<file path="src/dsm_pkg.sv">
// Constants and types shared by the duty to speed target map
`default_nettype none
package dsm_pkg;
   // Clock and link timing
   localparam int CLK_HZ = 250_000_000;
   localparam int PWM_IN_MIN_HZ = 25;
   localparam int OUT_PWM_HZ = 48_000;
   // Longest legal input period; no edge for this long means a steady level
   localparam int MEAS_TIMEOUT_CYC = CLK_HZ / PWM_IN_MIN_HZ;
   localparam int OUT_PER_CYC = CLK_HZ / OUT_PWM_HZ;
   localparam int MEAS_W = 24;
   localparam int RPM_W = 16;
   localparam int CODE_W = 8;
   localparam logic [7:0] DUTY_FULL = 8'hFF;

   // Register indices; the byte address is four times the index
   localparam logic [13:0] IDX_MIN_SPD = 14'h0100;
   localparam logic [13:0] IDX_MAX_SPD = 14'h0101;
   localparam logic [13:0] IDX_DUTY_LO = 14'h0102;
   localparam logic [13:0] IDX_DUTY_HI = 14'h0103;
   localparam logic [13:0] IDX_OPTION = 14'h0109;
   localparam logic [13:0] IDX_DUTY_MEAS = 14'h0110;
   localparam logic [13:0] IDX_TARGET = 14'h0111;
   localparam int FULL_BIT = 2;
   localparam int BYPASS_BIT = 16;

   // Values after reset
   localparam logic [7:0] RST_MIN_SPD = 8'h00;
   localparam logic [7:0] RST_MAX_SPD = 8'hFF;
   localparam logic [7:0] RST_DUTY_LO = 8'h00;
   localparam logic [7:0] RST_DUTY_HI = 8'hFF;
   localparam logic RST_FULL = 1'b0;
   localparam logic [MEAS_W-1:0] RST_PERIOD = 24'h000001;

   // Max-speed table: piecewise linear segments (knee code, value at knee, step)
   localparam int MAXT_BASE = 300;
   localparam int MAXT_S1 = 20;
   localparam int MAXT_K1 = 41;
   localparam int MAXT_V1 = 1120;
   localparam int MAXT_S2 = 40;
   localparam int MAXT_K2 = 73;
   localparam int MAXT_V2 = 2400;
   localparam int MAXT_S3 = 100;
   localparam int MAXT_K3 = 101;
   localparam int MAXT_V3 = 5200;
   localparam int MAXT_S4 = 200;
   // Min-speed table: code 0 is standstill, then segments from code 1
   localparam int MINT_BASE = 300;
   localparam int MINT_S1 = 10;
   localparam int MINT_K1 = 83;
   localparam int MINT_V1 = 1120;
   localparam int MINT_S2 = 20;
   localparam int MINT_K2 = 147;
   localparam int MINT_V2 = 2400;
   localparam int MINT_S3 = 50;
   localparam int MINT_K3 = 203;
   localparam int MINT_V3 = 5200;
   localparam int MINT_S4 = 100;

   typedef struct packed {
      logic [CODE_W-1:0] min_spd;
      logic [CODE_W-1:0] max_spd;
      logic [CODE_W-1:0] duty_lo;
      logic [CODE_W-1:0] duty_hi;
      logic full;
   } dsm_prof_t;

   typedef struct packed {
      logic [RPM_W-1:0] rpm;
      logic bypass;
   } dsm_target_t;

   typedef enum logic [3:0] {
      ST_IDLE = 4'b0001,
      ST_DUTY = 4'b0010,
      ST_SPLIT = 4'b0100,
      ST_SPD = 4'b1000
   } dsm_state_t;
endpackage
`default_nettype wire

</file>
<file path="src/dsm_duty_speed_map.sv">
// Duty cycle to speed target map with Wishbone registers
//
// Register access over Wishbone and the register offsets were decided locally.
`timescale 1ns/1ps
`default_nettype none
//
// Function
// - Maximum-speed code maps through fixed monotonic table, 300 to 36000 rpm.
// - Duty codes mean code/255 of full duty, zero to full.
// - Target interpolates linearly between minimum and maximum duty/speed points.
// - Over-range select 0 above maximum duty: target held at maximum speed.
// - Over-range select 1 above maximum duty: regulation bypassed, full output duty.
// - Minimum-speed code maps through own table: 0, 300 up to 10400 rpm.
// - Profile registers at indices 0x0100 to 0x0103, select bit 2 at 0x0109.
// - Host drives 25 Hz to 100 kHz; output PWM fixed at 48 kHz.
module dsm_duty_speed_map
   import dsm_pkg::*;
#(
   parameter int MEAS_TIMEOUT = MEAS_TIMEOUT_CYC, // cycles without edge = steady level
   parameter int OUT_PERIOD = OUT_PER_CYC // output PWM period in cycles
) (
   input wire logic clk, // system clock, 250 MHz
   input wire logic rst, // async reset, active high
   input wire logic wb_cyc_i, // Wishbone cycle
   input wire logic wb_stb_i, // Wishbone strobe
   input wire logic wb_we_i, // Wishbone write enable
   input wire logic [15:0] wb_adr_i, // Wishbone byte address
   input wire logic [3:0] wb_sel_i, // Wishbone byte selects
   input wire logic [31:0] wb_dat_i, // Wishbone write data
   output logic [31:0] wb_dat_o, // Wishbone read data
   output logic wb_ack_o, // Wishbone acknowledge
   input wire logic pwm_cmd_in, // speed command PWM pin
   input wire logic [7:0] loop_duty, // regulator output duty, 0..255
   output logic [RPM_W-1:0] target_rpm, // target speed for regulator
   output logic regulation_bypass, // high when output forced to full duty
   output logic pwm_out // motor drive PWM, 48 kHz
);
   localparam int OCW = $clog2(OUT_PERIOD);

   // Register file state
   dsm_prof_t prof_q;
   dsm_prof_t prof_d;
   logic ack_q;
   logic ack_d;
   logic [31:0] dat_q;
   logic [31:0] dat_d;
   logic [13:0] idx;
   logic req;

   // Measurement state
   logic [2:0] sync_q;
   logic [2:0] sync_d;
   logic [MEAS_W-1:0] cnt_q;
   logic [MEAS_W-1:0] cnt_d;
   logic [MEAS_W-1:0] hcnt_q;
   logic [MEAS_W-1:0] hcnt_d;
   logic [MEAS_W-1:0] per_q;
   logic [MEAS_W-1:0] per_d;
   logic [MEAS_W-1:0] hi_q;
   logic [MEAS_W-1:0] hi_d;
   logic rise;

   // Computation state
   dsm_state_t st_q;
   dsm_state_t st_d;
   logic [31:0] num_q;
   logic [31:0] num_d;
   logic [MEAS_W-1:0] den_q;
   logic [MEAS_W-1:0] den_d;
   logic [15:0] quo_q;
   logic [15:0] quo_d;
   logic [3:0] bit_q;
   logic [3:0] bit_d;
   logic [7:0] duty_q;
   logic [7:0] duty_d;
   dsm_target_t tgt_q;
   dsm_target_t tgt_d;
   logic [47:0] trial;
   logic fits;
   logic [31:0] num_step;
   logic [15:0] quo_step;
   logic [RPM_W-1:0] min_rpm;
   logic [RPM_W-1:0] max_rpm;
   logic [RPM_W-1:0] span;

   // Output PWM state
   logic [OCW-1:0] ocnt_q;
   logic [OCW-1:0] ocnt_d;
   logic pwm_q;
   logic pwm_d;
   logic [31:0] pos_scaled;
   logic [31:0] thr_scaled;

   dsm_speed_rom u_rom (
      .clk(clk),
      .rst(rst),
      .min_code(prof_q.min_spd),
      .max_code(prof_q.max_spd),
      .min_rpm(min_rpm),
      .max_rpm(max_rpm)
   );

   // Register bus: one-cycle registered acknowledge
   always_comb begin
      idx = wb_adr_i[15:2];
      req = wb_cyc_i & wb_stb_i & ~ack_q;
      prof_d = prof_q;
      ack_d = req;
      dat_d = 32'h0;
      if (req & wb_we_i & wb_sel_i[0]) begin
         case (idx)
            IDX_MIN_SPD: prof_d.min_spd = wb_dat_i[7:0];
            IDX_MAX_SPD: prof_d.max_spd = wb_dat_i[7:0];
            IDX_DUTY_LO: prof_d.duty_lo = wb_dat_i[7:0];
            IDX_DUTY_HI: prof_d.duty_hi = wb_dat_i[7:0];
            IDX_OPTION: prof_d.full = wb_dat_i[FULL_BIT];
            default: prof_d = prof_q;
         endcase
      end
      if (req & ~wb_we_i) begin
         case (idx)
            IDX_MIN_SPD: dat_d = {24'h0, prof_q.min_spd};
            IDX_MAX_SPD: dat_d = {24'h0, prof_q.max_spd};
            IDX_DUTY_LO: dat_d = {24'h0, prof_q.duty_lo};
            IDX_DUTY_HI: dat_d = {24'h0, prof_q.duty_hi};
            IDX_OPTION: dat_d[FULL_BIT] = prof_q.full;
            IDX_DUTY_MEAS: dat_d = {24'h0, duty_q};
            IDX_TARGET: begin
               dat_d[RPM_W-1:0] = tgt_q.rpm;
               dat_d[BYPASS_BIT] = tgt_q.bypass;
            end
            default: dat_d = 32'h0;
         endcase
      end
   end

   always_ff @(posedge clk or posedge rst) begin
      if (rst) begin
         prof_q <= '{RST_MIN_SPD, RST_MAX_SPD, RST_DUTY_LO, RST_DUTY_HI, RST_FULL};
         ack_q <= 1'b0;
         dat_q <= 32'h0;
      end else begin
         prof_q <= prof_d;
         ack_q <= ack_d;
         dat_q <= dat_d;
      end
   end

   assign wb_ack_o = ack_q;
   assign wb_dat_o = dat_q;

   // Input period and high time, measured from rising edge to rising edge
   always_comb begin
      sync_d = {sync_q[1:0], pwm_cmd_in};
      rise = sync_q[1] & ~sync_q[2];
      cnt_d = cnt_q;
      hcnt_d = hcnt_q;
      per_d = per_q;
      hi_d = hi_q;
      if (rise) begin
         // First edge after a steady level has no valid period behind it
         if (cnt_q < MEAS_W'(MEAS_TIMEOUT)) begin
            per_d = cnt_q;
            hi_d = hcnt_q;
         end
         cnt_d = MEAS_W'(1);
         // High time counts the delayed stage only, so it starts empty
         hcnt_d = '0;
      end else if (cnt_q >= MEAS_W'(MEAS_TIMEOUT)) begin
         // slower than 25 Hz is a steady level
         per_d = MEAS_W'(1);
         hi_d = {{(MEAS_W-1){1'b0}}, sync_q[2]};
      end else begin
         cnt_d = cnt_q + MEAS_W'(1);
         hcnt_d = hcnt_q + {{(MEAS_W-1){1'b0}}, sync_q[2]};
      end
   end

   always_ff @(posedge clk or posedge rst) begin
      if (rst) begin
         sync_q <= 3'h0;
         cnt_q <= '0;
         hcnt_q <= '0;
         per_q <= RST_PERIOD;
         hi_q <= '0;
      end else begin
         sync_q <= sync_d;
         cnt_q <= cnt_d;
         hcnt_q <= hcnt_d;
         per_q <= per_d;
         hi_q <= hi_d;
      end
   end

   // Shared serial divider: one quotient bit per cycle
   always_comb begin
      trial = {24'h0, den_q} << bit_q;
      fits = {16'h0, num_q} >= trial;
      num_step = fits ? num_q - trial[31:0] : num_q;
      quo_step = fits ? quo_q | (16'h1 << bit_q) : quo_q;
      span = (max_rpm >= min_rpm) ? max_rpm - min_rpm : '0;
   end

   always_comb begin
      st_d = st_q;
      num_d = num_q;
      den_d = den_q;
      quo_d = quo_q;
      bit_d = bit_q;
      duty_d = duty_q;
      tgt_d = tgt_q;
      case (st_q)
         ST_IDLE: begin
            // duty code = high * 255 / period
            num_d = 32'(hi_q) * 32'(DUTY_FULL);
            den_d = per_q;
            quo_d = 16'h0;
            bit_d = 4'h7;
            st_d = ST_DUTY;
         end
         ST_DUTY: begin
            num_d = num_step;
            quo_d = quo_step;
            bit_d = bit_q - 4'h1;
            if (bit_q == 4'h0) begin
               duty_d = quo_step[7:0];
               st_d = ST_SPLIT;
            end
         end
         ST_SPLIT: begin
            st_d = ST_IDLE;
            tgt_d.bypass = 1'b0;
            if (duty_q > prof_q.duty_hi) begin
               tgt_d.rpm = max_rpm;
               tgt_d.bypass = prof_q.full;
            end else if (duty_q <= prof_q.duty_lo) begin
               tgt_d.rpm = min_rpm;
            end else begin
               num_d = 32'(span) * 32'(duty_q - prof_q.duty_lo);
               den_d = MEAS_W'(prof_q.duty_hi - prof_q.duty_lo);
               quo_d = 16'h0;
               bit_d = 4'hF;
               st_d = ST_SPD;
            end
         end
         ST_SPD: begin
            num_d = num_step;
            quo_d = quo_step;
            bit_d = bit_q - 4'h1;
            if (bit_q == 4'h0) begin
               tgt_d.rpm = min_rpm + quo_step;
               tgt_d.bypass = 1'b0;
               st_d = ST_IDLE;
            end
         end
         default: st_d = ST_IDLE;
      endcase
   end

   // loop restarts every pass, so changes are picked up
   always_ff @(posedge clk or posedge rst) begin
      if (rst) begin
         st_q <= ST_IDLE;
         num_q <= 32'h0;
         den_q <= '0;
         quo_q <= 16'h0;
         bit_q <= 4'h0;
         duty_q <= 8'h00;
         tgt_q <= '0;
      end else begin
         st_q <= st_d;
         num_q <= num_d;
         den_q <= den_d;
         quo_q <= quo_d;
         bit_q <= bit_d;
         duty_q <= duty_d;
         tgt_q <= tgt_d;
      end
   end

   assign target_rpm = tgt_q.rpm;
   assign regulation_bypass = tgt_q.bypass;

   // Output PWM: fixed period, independent of the input frequency
   always_comb begin
      pos_scaled = 32'(ocnt_q) << 8;
      thr_scaled = 32'(loop_duty) * 32'(OUT_PERIOD);
      if (ocnt_q == OCW'(OUT_PERIOD - 1)) ocnt_d = '0;
      else ocnt_d = ocnt_q + OCW'(1);
      pwm_d = tgt_q.bypass | (pos_scaled < thr_scaled);
   end

   always_ff @(posedge clk or posedge rst) begin
      if (rst) begin
         ocnt_q <= '0;
         pwm_q <= 1'b0;
      end else begin
         ocnt_q <= ocnt_d;
         pwm_q <= pwm_d;
      end
   end

   assign pwm_out = pwm_q;
endmodule // dsm_duty_speed_map
`default_nettype wire

</file>
<file path="src/dsm_speed_rom.sv">
// Speed code lookup with registered read data
`timescale 1ns/1ps
`default_nettype none
module dsm_speed_rom
   import dsm_pkg::*;
(
   input wire logic clk, // system clock
   input wire logic rst, // async reset, active high
   input wire logic [CODE_W-1:0] min_code, // minimum-speed code
   input wire logic [CODE_W-1:0] max_code, // maximum-speed code
   output logic [RPM_W-1:0] min_rpm, // decoded minimum speed
   output logic [RPM_W-1:0] max_rpm // decoded maximum speed
);
   logic [RPM_W-1:0] min_d;
   logic [RPM_W-1:0] max_d;
   logic [RPM_W-1:0] min_q;
   logic [RPM_W-1:0] max_q;

   function automatic logic [RPM_W-1:0] max_decode(input logic [CODE_W-1:0] c);
      int k;
      int v;
      k = int'(c);
      if (k <= MAXT_K1) v = MAXT_BASE + MAXT_S1 * k;
      else if (k <= MAXT_K2) v = MAXT_V1 + MAXT_S2 * (k - MAXT_K1);
      else if (k <= MAXT_K3) v = MAXT_V2 + MAXT_S3 * (k - MAXT_K2);
      else v = MAXT_V3 + MAXT_S4 * (k - MAXT_K3);
      return RPM_W'(v);
   endfunction

   function automatic logic [RPM_W-1:0] min_decode(input logic [CODE_W-1:0] c);
      int k;
      int v;
      k = int'(c);
      if (k == 0) v = 0;
      else if (k <= MINT_K1) v = MINT_BASE + MINT_S1 * (k - 1);
      else if (k <= MINT_K2) v = MINT_V1 + MINT_S2 * (k - MINT_K1);
      else if (k <= MINT_K3) v = MINT_V2 + MINT_S3 * (k - MINT_K2);
      else v = MINT_V3 + MINT_S4 * (k - MINT_K3);
      return RPM_W'(v);
   endfunction

   always_comb begin
      max_d = max_decode(max_code);
      min_d = min_decode(min_code);
   end

   always_ff @(posedge clk or posedge rst) begin
      if (rst) begin
         min_q <= '0;
         max_q <= '0;
      end else begin
         min_q <= min_d;
         max_q <= max_d;
      end
   end

   assign min_rpm = min_q;
   assign max_rpm = max_q;
endmodule // dsm_speed_rom
`default_nettype wire
</file>
<file path="config.mk">
export PLATFORM = sky130hd
export DESIGN_NAME = dsm_duty_speed_map
export DESIGN_NICKNAME = d
export VERILOG_FILES = /design/src/dsm_pkg.sv /design/src/dsm_duty_speed_map.sv /design/src/dsm_speed_rom.sv
export SDC_FILE = /design/constraint.sdc
export NUM_CORES = 2
export LEC_CHECK = 0
export ABC_CLOCK_PERIOD_IN_PS = 13800
export CORE_UTILIZATION = 64
export CTS_BUF_LIST = sky130_fd_sc_hd__clkbuf_8
export CTS_CLUSTER_DIAMETER = 30
export DETAILED_ROUTE_END_ITERATION = 8
export DONT_BUFFER_PORTS = 1
export PLACE_DENSITY_LB_ADDON = 0.25
export SLEW_MARGIN = 20
export SYNTH_ARGS = -nofsm -noshare
export SYNTH_HDL_FRONTEND = slang
export SYNTH_SLANG_ARGS = --single-unit
</file>
<file path="constraint.sdc">
create_clock -name clk -period 13.8 [get_ports clk]
set_input_delay 2.07 -clock clk [delete_from_list [all_inputs] [get_ports clk]]
set_output_delay 2.07 -clock clk [all_outputs]
set_load 0.02 [all_outputs]
</file>
==> key figures <==
Run status
  • Status: complete, no violations

STA
  • Worst-Margin Slew: 1064 ps
  • Setup-failing EPs final: 0
  • Max Slew Vio Count: 0
  • Final period util: 59.67%
  • Unrepaired setup endpoints after global routing: false
  • Worst clock skew: 47.34 ps
  • Total negative slack: 0 ps
  • Minimum clock period: ~8000 ps
  • Final hold violations: 0
  • Maximum clock rate: around 0.12 GHz
  • Slew margin rel.: roughly 29%

Clock tree
  • Hold buffer count at cts: 0
  • Post-CTS setup buffers: 0
  • Sink Count: 298
  • H-tree depth: 3
  • CTS root buffer: clkbuf_8
  • Clk pin slew, worst setup/hold paths: roughly 50 ps
  • Clk_lat worst skew: 660 ps
  • Post-CTS resize count: 0
  • CTS Buf Count: 72
  • Clock Path Buffers: 3
  • CTS tree: yes

Floorplan
  • Placement row count: 85
  • Die height: 236.5 µm
  • Initial core utilization: between 60% and 70%
  • Core Box Area: 54030 µm²
  • Die area: 55920 µm²
  • Die Wd: approximately 240 µm
  • Io pins: 117

Drt
  • Via count: about 29000
  • Routed wire length: about 84000 µm
  • DR vias/cell: 6.062
  • DR DRC count: 0
  • 1st-iter DRT viols: 1993
  • Antenna-violating nets left: 0
  • WL per Instance: 17.77 µm
  • Drt pass-1 iters: 5

Logic synthesis
  • Unique masters post-synth: between 80 and 90
  • Most instantiated library cell after synthesis: ha_1
  • Post-synth ARST share: 100.0%
  • Register area share after synthesis: 21.26%
  • Post-Synthesis Cells: 3992
  • Syn Area/Cell: around 8.8 µm²
  • Post-synth top area share: 19.91%
  • Number of synthesized register bits: ~300
  • Mapped Area: about 35000 µm²
  • Largest area contributor in the netlist: dfrtp_1
  • Yosys Warn Count: 0
  • Area contributors post-synth: dfrtp_1 (20%), ha_1 (16%), fa_1 (14%)
  • Post-synth EDFFs: 0
  • Primary FF master, synth: dfrtp_1
  • Post-synth top cells: ha_1 (446), inv_1 (439), nor2_1 (350)

Min path
  • Hold crit path type: reg -> reg
  • Hold Path Origin: sync_q[0]$_DFF_PP0_

Worst setup path
  • WS Path Type: reg -> reg
  • Critical path arrival: between 8000 and 9000 ps
  • CP startpoint kind: flip-flop
  • Crit-path max FO: 5
  • Critical Path Sink Type: flip-flop
  • Required @ worst endpoint: 14300 ps
  • Worst setup path startpoint: u_rom.min_rpm[1]$_DFF_PP0_
  • Crit Reg-Reg Startpoint: u_rom.min_rpm[1]$_DFF_PP0_

Place
  • Post-DP HPWL: about 65000 µm
  • Area after DPL: between 30000 and 40000 µm²
  • Placed cells: 4580
  • Gpl congestion: 0.9310
  • Port Buffers: 0

Global route
  • Vias in the first global route: 27900
  • Total GRT Usage: 30.50%
  • First-pass GRT wire length: 138900 µm
  • Antenna violations before repair: 2
  • Grt total ovfl: 0
  • Largest net degree at the start of global routing: 173

Pwr
  • Power Density: 127.5 nW/µm²
  • Max VDD drop: ~0.11 mV
  • LEAKAGE: 18.29 nW
  • Final Power: 4.774 mW

Finish
  • Non-Filler Instances: 4709
  • Nets: 4720
  • Layout area overhead: 6.422%
  • Final Cell Area: 37440 µm²
  • Share of cells above drive strength 1: about 7.3%

Job
  • Max cap viols: 0
==> metal layers <==
metal  part of all wire (%)  global-route usage [%]  vias to the layer above
met3                    6.1                   4.593                      158
met5                      0                       0                        -
met4                    3.1                   11.24                        0
li1                       -                       -                    13780
met2                     46                   49.10                      835
met1                     44                   41.78                    13770
==> placed cells by master (no fill, tap or decap), types with 46 or more instances in the layout <==
cell type  synthesis  final
nand2_1          268    268
xnor2_1          165    165
a211oi_1          60     58
a21oi_1          310    308
fa_1             249    249
nand3_1           71     71
ha_1             446    446
inv_1            439    442
xor2_1           115    115
nor3_1            70     69
nor2_1           350    349
a22o_1            46     46
clkbuf_8           0     88
o21ai_0          207    206
a21o_1            76     76
dfrtp_1          280    279
==> registers in the layout, indices dropped and copies added (netlist names), 4 cells and up <==
signal         count
bit_q              4
cnt_q             24
den_q             24
duty_q             8
hcnt_q            24
hi_q              24
num_q             32
ocnt_q            13
per_q             24
prof_q            33
quo_q             16
st_q               4
target_rpm        16
u_rom.max_rpm     14
u_rom.min_rpm     15
wb_dat_o          17
==> report_power, final <==
part / total, mW / switching, mW / internal, mW
sequential: 1.14 / 0.148 / 0.991
clock: 1.18 / 0.458 / 0.718
combinational: 2.46 / 1.48 / 0.983
==> worst max-delay path, cell delays in order, from the launching register on <==
cell and delay, ps:
dfrtp_1 580, inv_1 170, fa_1 500, a21o_1 200, a21oi_1 290, o221ai_1 190, a31o_2 290, a41oi_1 290
and2_1 180, xnor2_1 260, nand2_1 250, or2_2 350, fa_1 480, inv_1 50, fa_1 550, fa_1 450
fa_1 490, ha_1 320, ha_1 240, or3_1 380, o311ai_0 410, a21oi_1 140, o31ai_1 380, a211oi_1 190
or2_2 300, nand3_1 100, a31oi_1 90
==> cells by family (layout without fill, tap and decap cells) <==
group | after synthesis | in the layout | share of synthesized area, %
fa+ha+maj | 695 | 695 | 30.03
flops | 298 | 298 | 21.26
compound gates | 976 | 976 | 17.58
xor+xnor | 280 | 280 | 6.970
mux | 97 | 97 | 3.478
simple gates | 1051 | 1051 | 14.06
other cells | 1 | 16 | 0.01066
buf+inv | 594 | 600 | 6.607
==> final cells by class <==
class | instances | area, µm²
Antenna cell | 1 | 2.502
Clock buffer | 88 | 1211
Clock inverter | 39 | 425.4
Fill cell | 4344 | 16580
Inverter | 439 | 1655
Multi-Input combinational cell | 3114 | 25510
Sequential cell | 298 | 7481
Tap cell | 696 | 870.8
Timing Repair Buffer | 34 | 287.8
==> per-stage QoR <==
stage / setup WS (ps) / utilization [%] / hold slack [ps]
after global routing: 5099 / 69.31 / 362.8
after global placement: 5722 / 66.21 / 334.2
after detailed placement: 5722 / 66.21 / 339.4
after floorplan: 3527 / - / 331.2
final: 5565 / 69.31 / 358.1
after CTS: 5674 / 69.24 / 357.0
==> path summary, 6_finish.rpt <==
check                                        end  slack [ps]  depth (start not counted)
max                        num_q[22]$_DFFE_PP0P_        5570                         26
min                          sync_q[1]$_DFF_PP0_         360                          0
max reg2reg                num_q[22]$_DFFE_PP0P_        5570                         26
min reg2reg                  sync_q[1]$_DFF_PP0_         360                          0
max in group asynchronous      pwm_out$_DFF_PP0_       10830                          2
min in group asynchronous   per_q[2]$_DFFE_PP0P_        1470                          1
(Power assumes the default switching activity.)
